`config.mk`:
```
export PLATFORM = sky130hd
export DESIGN_NAME = spc_cmd_port
export DESIGN_NICKNAME = d
export VERILOG_FILES = /design/src/hdl/spc_pin_sync.v /design/src/hdl/spc_cmd_port.v
export VERILOG_INCLUDE_DIRS = /design/src /design/src/pkg
export SDC_FILE = /design/constraint.sdc
export NUM_CORES = 1
export LEC_CHECK = 0
export BUFFER_PORTS_ARGS = -buffer_cell sky130_fd_sc_hd__buf_2
export CAP_MARGIN = 0
export CORE_MARGIN = 8
export CORE_UTILIZATION = 60
export DETAILED_ROUTE_END_ITERATION = 6
export PLACE_DENSITY = 0.84
export SETUP_SLACK_MARGIN = 0.5
export SLEW_MARGIN = 20
export SYNTH_ARGS = -nofsm -noshare
export SYNTH_HDL_FRONTEND = slang
export SYNTH_SLANG_ARGS = --single-unit
```
`constraint.sdc`:
```
create_clock -name clk -period 3.15 [get_ports clk]
set_input_delay 0 -clock clk [delete_from_list [all_inputs] [get_ports clk]]
set_output_delay 0 -clock clk [all_outputs]
set_load 0.03 [all_outputs]
```
`src/pkg/spc_defines.vh`:
```
`ifndef SPC_DEFINES_VH
`define SPC_DEFINES_VH

// ****************************************
// Bus and packet constants
// ****************************************
`define SPC_ADDR_W        7
`define SPC_DEF_ADDR      7'h28
`define SPC_BIT_CNT_W     4
`define SPC_BYTE_BITS     4'h8
`define SPC_BIT_ACK       4'h9
`define SPC_DIR_READ      1'b1
`define SPC_DIR_WRITE     1'b0
`define SPC_PRESS_W       14
`define SPC_TEMP_W        11
`define SPC_TEMP_HI_W     8
`define SPC_TEMP_LO_PAD   5'h00
`define SPC_BYTE_IDX_W    2
`define SPC_BYTE_PRESS_HI 2'h0
`define SPC_BYTE_PRESS_LO 2'h1
`define SPC_BYTE_TEMP_HI  2'h2
`define SPC_BYTE_TEMP_LO  2'h3

// ****************************************
// Status codes
// ****************************************
`define SPC_ST_FRESH      2'h0
`define SPC_ST_INVALID    2'h1
`define SPC_ST_STALE      2'h2
`define SPC_ST_DIAG       2'h3

// ****************************************
// Measurement kinds
// ****************************************
`define SPC_MEAS_FULL     1'b1
`define SPC_MEAS_BRIDGE   1'b0

`endif

```
`src/hdl/spc_pin_sync.v`:
```
`timescale 1ns/100ps
`include "spc_defines.vh"

// ****************************************
// Two-flop synchroniser with edge detect
// ****************************************
module spc_pin_sync
(
    clk,
    resetn,
    pin_in,
    level_out,
    rise_out,
    fall_out
);
    input  wire clk;
    input  wire resetn;
    input  wire pin_in;
    output wire level_out;
    output wire rise_out;
    output wire fall_out;

    reg meta_r;
    reg sync_r;
    reg last_r;

    always @(posedge clk)
    begin
        if (!resetn)
        begin
            meta_r <= 1'b1;
            sync_r <= 1'b1;
            last_r <= 1'b1;
        end
        else
        begin
            meta_r <= pin_in;
            sync_r <= meta_r;
            last_r <= sync_r;
        end
    end

    assign level_out = sync_r;
    assign rise_out  = sync_r & ~last_r;
    assign fall_out  = ~sync_r & last_r;

endmodule // spc_pin_sync

```
`src/hdl/spc_cmd_port.v`:
```
`timescale 1ns/100ps
`include "spc_defines.vh"

// Notes on behaviour
// - Address with read bit one is a read; device acknowledges it.
// - Address with write bit zero is a write; device acknowledges it.
// - Device drives acknowledge after its own address in either direction.
// - In sleep, read request wakes device for full measurement cycle.
// - Two- or three-byte fetch also acts as a read request.
// - Write request wakes device for bridge-only measurement with stored values.
// - In sleep, a write with data bytes counts as write request.
// - Device keeps sending bytes; controller ends with NACK and stop.
// - Three-byte fetch: two pressure bytes with status, one temperature byte.
// - Fourth byte completes 11-bit temperature; low five bits undefined.
// - Pressure sits in bits thirteen to zero below the status.
// - Two status bits are the top bits of the first byte.
// - Status 00 on first fetch after a completed measurement.
// - Status 01 flags an invalid device state.
// - Status 10 once a fetch already served since last measurement.
// - Fetch before or during first measurement after reset reads 10.
// - Status 11 flags a diagnostic fault.
// - Completed fetch turns stored status stale until new result.
// - Fetch while measurement runs returns stale status.
// - Write request first after power-on is still flagged valid.
module spc_cmd_port
(
    clk,
    resetn,
    dev_addr,
    sleep_mode,
    scl_in,
    sda_in,
    sda_out,
    sda_oe,
    meas_start,
    meas_kind,
    meas_busy,
    meas_done,
    meas_pressure,
    meas_temp,
    fault_invalid,
    fault_diag,
    status_code,
    fetch_active
);
    input  wire                          clk;
    input  wire                          resetn;
    input  wire [`SPC_ADDR_W-1:0]        dev_addr;
    input  wire                          sleep_mode;
    input  wire                          scl_in;
    input  wire                          sda_in;
    output wire                          sda_out;
    output wire                          sda_oe;
    output reg                           meas_start;
    output reg                           meas_kind;
    input  wire                          meas_busy;
    input  wire                          meas_done;
    input  wire [`SPC_PRESS_W-1:0]       meas_pressure;
    input  wire [`SPC_TEMP_W-1:0]        meas_temp;
    input  wire                          fault_invalid;
    input  wire                          fault_diag;
    output reg  [1:0]                    status_code;
    output reg                           fetch_active;

    // ****************************************
    // States
    // ****************************************
    localparam [2:0] ST_IDLE    = 3'd0;
    localparam [2:0] ST_ADDR    = 3'd1;
    localparam [2:0] ST_AACK    = 3'd2;
    localparam [2:0] ST_TX      = 3'd3;
    localparam [2:0] ST_TACK    = 3'd4;
    localparam [2:0] ST_RX      = 3'd5;
    localparam [2:0] ST_RACK    = 3'd6;

    // ****************************************
    // Pin synchronisers
    // ****************************************
    wire scl_lvl;
    wire scl_rise;
    wire scl_fall;
    wire sda_lvl;
    wire sda_rise;
    wire sda_fall;

    spc_pin_sync u_scl
    (
        .clk       (clk),
        .resetn    (resetn),
        .pin_in    (scl_in),
        .level_out (scl_lvl),
        .rise_out  (scl_rise),
        .fall_out  (scl_fall)
    );

    spc_pin_sync u_sda
    (
        .clk       (clk),
        .resetn    (resetn),
        .pin_in    (sda_in),
        .level_out (sda_lvl),
        .rise_out  (sda_rise),
        .fall_out  (sda_fall)
    );

    wire start_cond = sda_fall & scl_lvl;
    wire stop_cond  = sda_rise & scl_lvl;

    // ****************************************
    // Registers
    // ****************************************
    reg [2:0]                     state_r;
    reg [`SPC_BIT_CNT_W-1:0]      bit_cnt_r;
    reg [7:0]                     shift_r;
    reg [`SPC_BYTE_IDX_W-1:0]     byte_idx_r;
    reg                           sda_drive_low_r;
    reg                           dir_read_r;
    reg                           addr_hit_r;
    reg                           served_r;
    reg                           data_valid_r;
    reg [`SPC_PRESS_W-1:0]        press_r;
    reg [`SPC_TEMP_W-1:0]         temp_r;
    reg                           fetch_done_r;

    // ****************************************
    // Status encode
    // ****************************************
    reg [1:0] status_nxt;

    always @*
    begin
        if (fault_diag)
            status_nxt = `SPC_ST_DIAG;
        else if (fault_invalid)
            status_nxt = `SPC_ST_INVALID;
        else if (meas_busy || !data_valid_r)
            status_nxt = `SPC_ST_STALE;
        else if (served_r)
            status_nxt = `SPC_ST_STALE;
        else
            status_nxt = `SPC_ST_FRESH;
    end

    // ****************************************
    // Outgoing byte select
    // ****************************************
    reg [7:0] tx_byte;

    always @*
    begin
        if (byte_idx_r == `SPC_BYTE_PRESS_HI)
            tx_byte = {status_code, press_r[`SPC_PRESS_W-1:8]};
        else if (byte_idx_r == `SPC_BYTE_PRESS_LO)
            tx_byte = press_r[7:0];
        else if (byte_idx_r == `SPC_BYTE_TEMP_HI)
            tx_byte = temp_r[`SPC_TEMP_W-1:`SPC_TEMP_W-`SPC_TEMP_HI_W];
        else
            tx_byte = {temp_r[2:0], `SPC_TEMP_LO_PAD};
    end

    // ****************************************
    // Next byte lookahead
    // ****************************************
    wire [`SPC_BYTE_IDX_W-1:0] idx_next = (byte_idx_r == `SPC_BYTE_TEMP_LO) ?
                                          byte_idx_r : byte_idx_r + 1'b1;
    wire [7:0] tx_byte_next = (idx_next == `SPC_BYTE_PRESS_LO) ? press_r[7:0] :
                              (idx_next == `SPC_BYTE_TEMP_HI)  ?
                              temp_r[`SPC_TEMP_W-1:`SPC_TEMP_W-`SPC_TEMP_HI_W] :
                              (idx_next == `SPC_BYTE_TEMP_LO)  ?
                              {temp_r[2:0], `SPC_TEMP_LO_PAD} : tx_byte;

    // ****************************************
    // Protocol engine
    // ****************************************
    always @(posedge clk)
    begin
        if (!resetn)
        begin
            state_r         <= ST_IDLE;
            bit_cnt_r       <= {`SPC_BIT_CNT_W{1'b0}};
            shift_r         <= 8'h00;
            byte_idx_r      <= `SPC_BYTE_PRESS_HI;
            sda_drive_low_r <= 1'b0;
            dir_read_r      <= 1'b0;
            addr_hit_r      <= 1'b0;
            served_r        <= 1'b0;
            data_valid_r    <= 1'b0;
            press_r         <= {`SPC_PRESS_W{1'b0}};
            temp_r          <= {`SPC_TEMP_W{1'b0}};
            meas_start      <= 1'b0;
            meas_kind       <= `SPC_MEAS_FULL;
            status_code     <= `SPC_ST_STALE;
            fetch_active    <= 1'b0;
            fetch_done_r    <= 1'b0;
        end
        else
        begin
            meas_start <= 1'b0;
            // New result stored: fresh again, set wins over fetch completion
            if (meas_done)
            begin
                press_r      <= meas_pressure;
                temp_r       <= meas_temp;
                data_valid_r <= 1'b1;
                served_r     <= 1'b0;
            end
            else if (fetch_done_r)
                served_r <= 1'b1;
            fetch_done_r <= 1'b0;

            if (stop_cond || start_cond)
            begin
                // Address-only or data write in sleep becomes bridge request
                if (addr_hit_r && !dir_read_r && sleep_mode)
                begin
                    meas_start <= 1'b1;
                    meas_kind  <= `SPC_MEAS_BRIDGE;
                end
                // Read address, or short fetch, in sleep becomes full request
                if (addr_hit_r && dir_read_r && sleep_mode &&
                    byte_idx_r != `SPC_BYTE_TEMP_LO)
                begin
                    meas_start <= 1'b1;
                    meas_kind  <= `SPC_MEAS_FULL;
                end
                if (addr_hit_r && dir_read_r && fetch_active)
                    fetch_done_r <= 1'b1;
                addr_hit_r      <= 1'b0;
                fetch_active    <= 1'b0;
                sda_drive_low_r <= 1'b0;
                bit_cnt_r       <= {`SPC_BIT_CNT_W{1'b0}};
                state_r         <= start_cond ? ST_ADDR : ST_IDLE;
            end
            else
            begin
                case (state_r)
                    ST_IDLE:
                    begin
                        sda_drive_low_r <= 1'b0;
                    end
                    ST_ADDR:
                    begin
                        if (scl_rise)
                        begin
                            shift_r   <= {shift_r[6:0], sda_lvl};
                            bit_cnt_r <= bit_cnt_r + 1'b1;
                        end
                        else if (scl_fall && bit_cnt_r == `SPC_BYTE_BITS)
                        begin
                            if (shift_r[7:1] == dev_addr)
                            begin
                                sda_drive_low_r <= 1'b1;
                                addr_hit_r      <= 1'b1;
                                dir_read_r      <= (shift_r[0] == `SPC_DIR_READ);
                                state_r         <= ST_AACK;
                            end
                            else
                                state_r <= ST_IDLE;
                        end
                    end
                    ST_AACK:
                    begin
                        if (scl_fall)
                        begin
                            bit_cnt_r <= {`SPC_BIT_CNT_W{1'b0}};
                            if (dir_read_r)
                            begin
                                // Status latched for the packet; later bytes read press_r and temp_r live
                                status_code     <= status_nxt;
                                byte_idx_r      <= `SPC_BYTE_PRESS_HI;
                                fetch_active    <= 1'b1;
                                shift_r         <= {status_nxt, press_r[`SPC_PRESS_W-1:8]};
                                sda_drive_low_r <= ~status_nxt[1];
                                state_r         <= ST_TX;
                            end
                            else
                            begin
                                sda_drive_low_r <= 1'b0;
                                state_r         <= ST_RX;
                            end
                        end
                    end
                    ST_TX:
                    begin
                        if (scl_fall)
                        begin
                            if (bit_cnt_r == `SPC_BYTE_BITS - 4'h1)
                            begin
                                sda_drive_low_r <= 1'b0;
                                state_r         <= ST_TACK;
                            end
                            else
                            begin
                                sda_drive_low_r <= ~shift_r[6];
                                shift_r         <= {shift_r[6:0], 1'b0};
                                bit_cnt_r       <= bit_cnt_r + 1'b1;
                            end
                        end
                    end
                    ST_TACK:
                    begin
                        if (scl_rise)
                        begin
                            if (sda_lvl)
                                state_r <= ST_IDLE;
                        end
                        else if (scl_fall)
                        begin
                            // Keep streaming; fourth index repeats past end
                            if (byte_idx_r != `SPC_BYTE_TEMP_LO)
                                byte_idx_r <= byte_idx_r + 1'b1;
                            bit_cnt_r <= {`SPC_BIT_CNT_W{1'b0}};
                            state_r   <= ST_TX;
                        end
                    end
                    ST_RX:
                    begin
                        if (scl_rise)
                            bit_cnt_r <= bit_cnt_r + 1'b1;
                        else if (scl_fall && bit_cnt_r == `SPC_BYTE_BITS)
                        begin
                            sda_drive_low_r <= 1'b1;
                            state_r         <= ST_RACK;
                        end
                    end
                    ST_RACK:
                    begin
                        if (scl_fall)
                        begin
                            sda_drive_low_r <= 1'b0;
                            bit_cnt_r       <= {`SPC_BIT_CNT_W{1'b0}};
                            state_r         <= ST_RX;
                        end
                    end
                    default:
                    begin
                        state_r <= ST_IDLE;
                    end
                endcase
                // Load next byte at the start of each transmit byte after the first
                if (state_r == ST_TACK && scl_fall)
                begin
                    sda_drive_low_r <= ~tx_byte_next[7];
                    shift_r         <= tx_byte_next;
                end
            end
        end
    end

    // ****************************************
    // Open-drain data pin
    // ****************************************
    assign sda_out = 1'b0;
    assign sda_oe  = sda_drive_low_r;

endmodule // spc_cmd_port

```
==> flow_metrics.env <==
export IMPL_fmax_ghz=0.4107
export IMPL_io_pin_count=48
export IMPL_synth_yosys_seq_area_share=0.3859
export IMPL_finalHoldViolations=0
export IMPL_postSynth_asyncResetShare=0
export IMPL_post_synthesis_mean_instance_area_um2=8.744
export IMPL_cts_setup_buffers=0
export IMPL_vias_in_the_first_global_route=2776
export IMPL_synthCells=350
export IMPL_synth_top_cells_by_count="59 x sky130_fd_sc_hd__dfxtp_1, 42 x sky130_fd_sc_hd__nor2_1, 38 x sky130_fd_sc_hd__mux2i_1, 37 x sky130_fd_sc_hd__nand2_1, 17 x sky130_fd_sc_hd__a21oi_1"
export IMPL_start_util=0.6109
export IMPL_layout_worst_path_cycle_share=0.7730
export IMPL_detailroute_via_count=2819
export IMPL_detailedRoute_firstPassIterationCount=5
export IMPL_cell_variety_after_synth=56
export IMPL_yosysWarningCount=0
export IMPL_route_detailed_vias_per_inst=5.718
export IMPL_timing_critical_path_max_delay_family="compound AO/OA/AOI/OAI gates"
export IMPL_nNetsFinal=470
export IMPL_number_of_placement_rows=26
export IMPL_post_synth_instance_area_mm2=0.003060
export IMPL_p_leak_nw=1.563
export IMPL_critical_path_max_fanout=11
export IMPL_postSynthNetCount=402
export IMPL_slowest_stage="sky130_fd_sc_hd__a2111oi_4"
export IMPL_reg2reg_from="u_scl.level_out"
export IMPL_timing_final_crit_period_ps=2435
export IMPL_run_status="complete, no violations"
export IMPL_register_clock_pin_slew_on_the_reported_worst_setup_and_hold_paths_ps=80
export IMPL_layout_drive_gt1_share=0.1820
export IMPL_cp_cell_sequence="inv_1, ha_1, nand4b_4, or2_4, a2111oi_4, a21oi_2, a2111oi_2"
export IMPL_worst_max_slew_margin_expressed_relative_to_the_limit=0.4135
export IMPL_maxSlewViolCount=0
export IMPL_number_of_enable_type_register_cells_in_the_synthesized_netlist=0
export IMPL_drt_drc_violations_left=0
export IMPL_timing_worst_setup_path_type="reg2reg"
export IMPL_clk_root_buffer_cell="sky130_fd_sc_hd__clkbuf_8"
export IMPL_floorplan_die_width_um=87.42
export IMPL_p_per_area_mw_per_mm2=462.8
export IMPL_worst_path_buf_inv=1
export IMPL_wire_length_of_the_first_global_routing_pass_um=13220
export IMPL_ys_ff_latch=59
export IMPL_worst_skew_pair_late_latency_ps=350
export IMPL_critPathRequiredTime_ps=3390
export IMPL_dp_final_hpwl_um=5299
export IMPL_max_cap_viol_count=0
export IMPL_synthToLayoutAreaGrowth_pct=24.61
export IMPL_timing_setup_tns_ps=0
export IMPL_finalWirelength_um=8238
export IMPL_synth_top_cell_area_share=0.3859
export IMPL_utilization=0.7612
export IMPL_grt_antenna_before_repair=0
export IMPL_detail_route_iter0_violations=307
export IMPL_antenna_diode_count=0
export IMPL_cts_buffers_inserted=9
export IMPL_synth_top_cells_by_area="sky130_fd_sc_hd__dfxtp_1 39%, sky130_fd_sc_hd__mux2i_1 12%, sky130_fd_sc_hd__nor2_1 5.2%"
export IMPL_cts_root_to_sink_buffers=2
export IMPL_synth_largest_area_cell="sky130_fd_sc_hd__dfxtp_1"
export IMPL_setup_worst_path_start_class="register"
export IMPL_hold_path_class="in2reg"
export IMPL_reg2reg_slack_ps=720
export IMPL_leading_cell_type_by_number_of_instances_after_synthesis="sky130_fd_sc_hd__dfxtp_1"
export IMPL_globalRouteTotalUtil=0.2250
export IMPL_placement_io_buffers=46
export IMPL_unrepaired_setup_endpoints_after_global_routing="no"
export IMPL_chipHeight_um=87.42
export IMPL_r2r_worst_path_cells=7
export IMPL_tritoncts_clock_tree="done"
export IMPL_grt_start_max_net_pins=36
export IMPL_holdPathStages=2
export IMPL_htree_levels=3
export IMPL_detail_route_antenna_nets=0
export IMPL_die_area_mm2=0.007642
export IMPL_cp_data_arrival_time_ps=2680
export IMPL_worst_hold_path_endpoint="meas_kind"
export IMPL_slowest_delay_ps=490
export IMPL_synth_top_flop_cell="sky130_fd_sc_hd__dfxtp_1"
export IMPL_peakVddDrop_v=0.0004223
export IMPL_gp_congestion=0.9091
export IMPL_overflow_left_after_global_routing=0
export IMPL_core_area_mm2=0.005010
export IMPL_rr_endpoint="state_r[2]"
export IMPL_worst_pin_slew_ps=871.7
export IMPL_final_setup_viol_count=0
export IMPL_hold_path_startpoint="resetn"
export IMPL_post_drt_wl_per_cell_um=16.71
export IMPL_timing_clock_skew_ps=7.384
export IMPL_clkSinkCount=59
export IMPL_setup_worst_path_end_class="register"
-- layer usage --
metal | share of wire | vias up | track usage
li1 | - | 1366 | -
met2 | 0.48 | 120 | 0.3719
met5 | 0 | - | 0
met3 | 0.070 | 25 | 0.07170
met1 | 0.42 | 1308 | 0.2544
met4 | 0.031 | 0 | 0.1094
-- cells by family (layout without fill, tap and decap cells) --
| family | count (synthesis) | in the layout | synth area share |
|---|---|---|---|
| and+or+nand+nor | 134 | 134 | 0.2183 |
| AOI/OAI and AO/OA | 66 | 66 | 0.1525 |
| DFF | 59 | 59 | 0.3859 |
| muxes | 40 | 40 | 0.1316 |
| buffers and inverters | 31 | 104 | 0.04252 |
| adders and majority gates | 11 | 11 | 0.04497 |
| xor gates and xnor gates | 8 | 8 | 0.02289 |
| other | 1 | 1 | 0.001225 |
-- through the flow --
stage | hold slack (ps) | setup slack (ps) | power, mW | area (µm²) | instances
after floorplan | 101.5 | 1042 | 0.9120 | 3060 | 350
after global placement | 180.3 | 833.6 | 0.9605 | 3308 | 449
after detailed placement | 188.1 | 782.7 | 0.9636 | 3308 | 449
after CTS | 15.86 | 742.2 | 1.761 | 3814 | 493
after global routing | 21.54 | 519.2 | 1.820 | 3814 | 493
final | 27.34 | 715.0 | 1.765 | 3814 | 493
-- power breakdown --
part | internal [mW] | leakage (nW) | total [mW] | switching, mW
combinational | 0.0922 | 0.975 | 0.186 | 0.0936
clock | 0.450 | 0.106 | 0.783 | 0.333
sequential | 0.772 | 0.482 | 0.796 | 0.0242
total | 1.31 | 1.56 | 1.76 | 0.451
-- repair_timing --
item / 4_1_cts / 5_1_grt
gates resized for setup: 0 / 0
endpoints found under the hold margin: 28 / 0
hold buffers: 28 / 0
-- state kept, by name, indices dropped and copies added (netlist names), 2 cells and up --
name         cells
status_code      2
bit_cnt_r        4
press_r         14
shift_r          8
state_r          3
temp_r          11
byte_idx_r       2
-- placed cells by master (no fill, tap or decap), drive strengths merged, types with 2 or more instances in the layout --
master / Yosys / layout
o211ai: 6 / 6
nand3: 13 / 13
clkbuf: 8 / 9
nor3b: 2 / 2
xor2: 4 / 4
mux2: 2 / 2
dfxtp: 59 / 59
clkinvlp: 0 / 2
a21o: 2 / 2
a22oi: 3 / 3
dlygate4sd3: 0 / 28
ha: 11 / 11
nand4: 3 / 3
nand2: 38 / 38
mux2i: 38 / 38
nand2b: 9 / 9
a221oi: 2 / 2
inv: 11 / 12
clkinv: 1 / 3
or2: 2 / 2
xnor2: 4 / 4
nor3: 2 / 2
bufinv: 0 / 2
o21bai: 2 / 2
o31ai: 2 / 2
buf: 11 / 48
nor4: 4 / 4
a2111oi: 2 / 2
a311oi: 2 / 2
nand3b: 3 / 3
nor2b: 6 / 6
nor2: 42 / 42
o21ai: 8 / 8
or3: 2 / 2
a21oi: 18 / 18
and2: 3 / 3
o21a: 2 / 2
a211oi: 5 / 5
a31oi: 7 / 7
-- how the worst max path moves through the flow --
stage / end / cells after the start / startpoint
floorplan: state_r[2] / 7 / u_scl.level_out
global placement: state_r[2] / 7 / u_scl.level_out
detailed placement: state_r[2] / 7 / u_scl.level_out
CTS: state_r[2] / 7 / u_scl.level_out
global route: state_r[2] / 7 / u_scl.level_out
finish: state_r[2] / 7 / u_scl.level_out
-- layout make-up --
| cell class | count | area, µm² |
|---|---|---|
| Tap cell | 70 | 87.58 |
| Timing Repair Buffer | 76 | 525.5 |
| Clock buffer | 9 | 123.9 |
| Inverter | 12 | 45.04 |
| Sequential cell | 59 | 1181 |
| Multi-Input combinational cell | 260 | 1749 |
| Fill cell | 352 | 1196 |
| Clock inverter | 7 | 101.3 |
No activity file was read; power rests on OpenSTA's default activity.
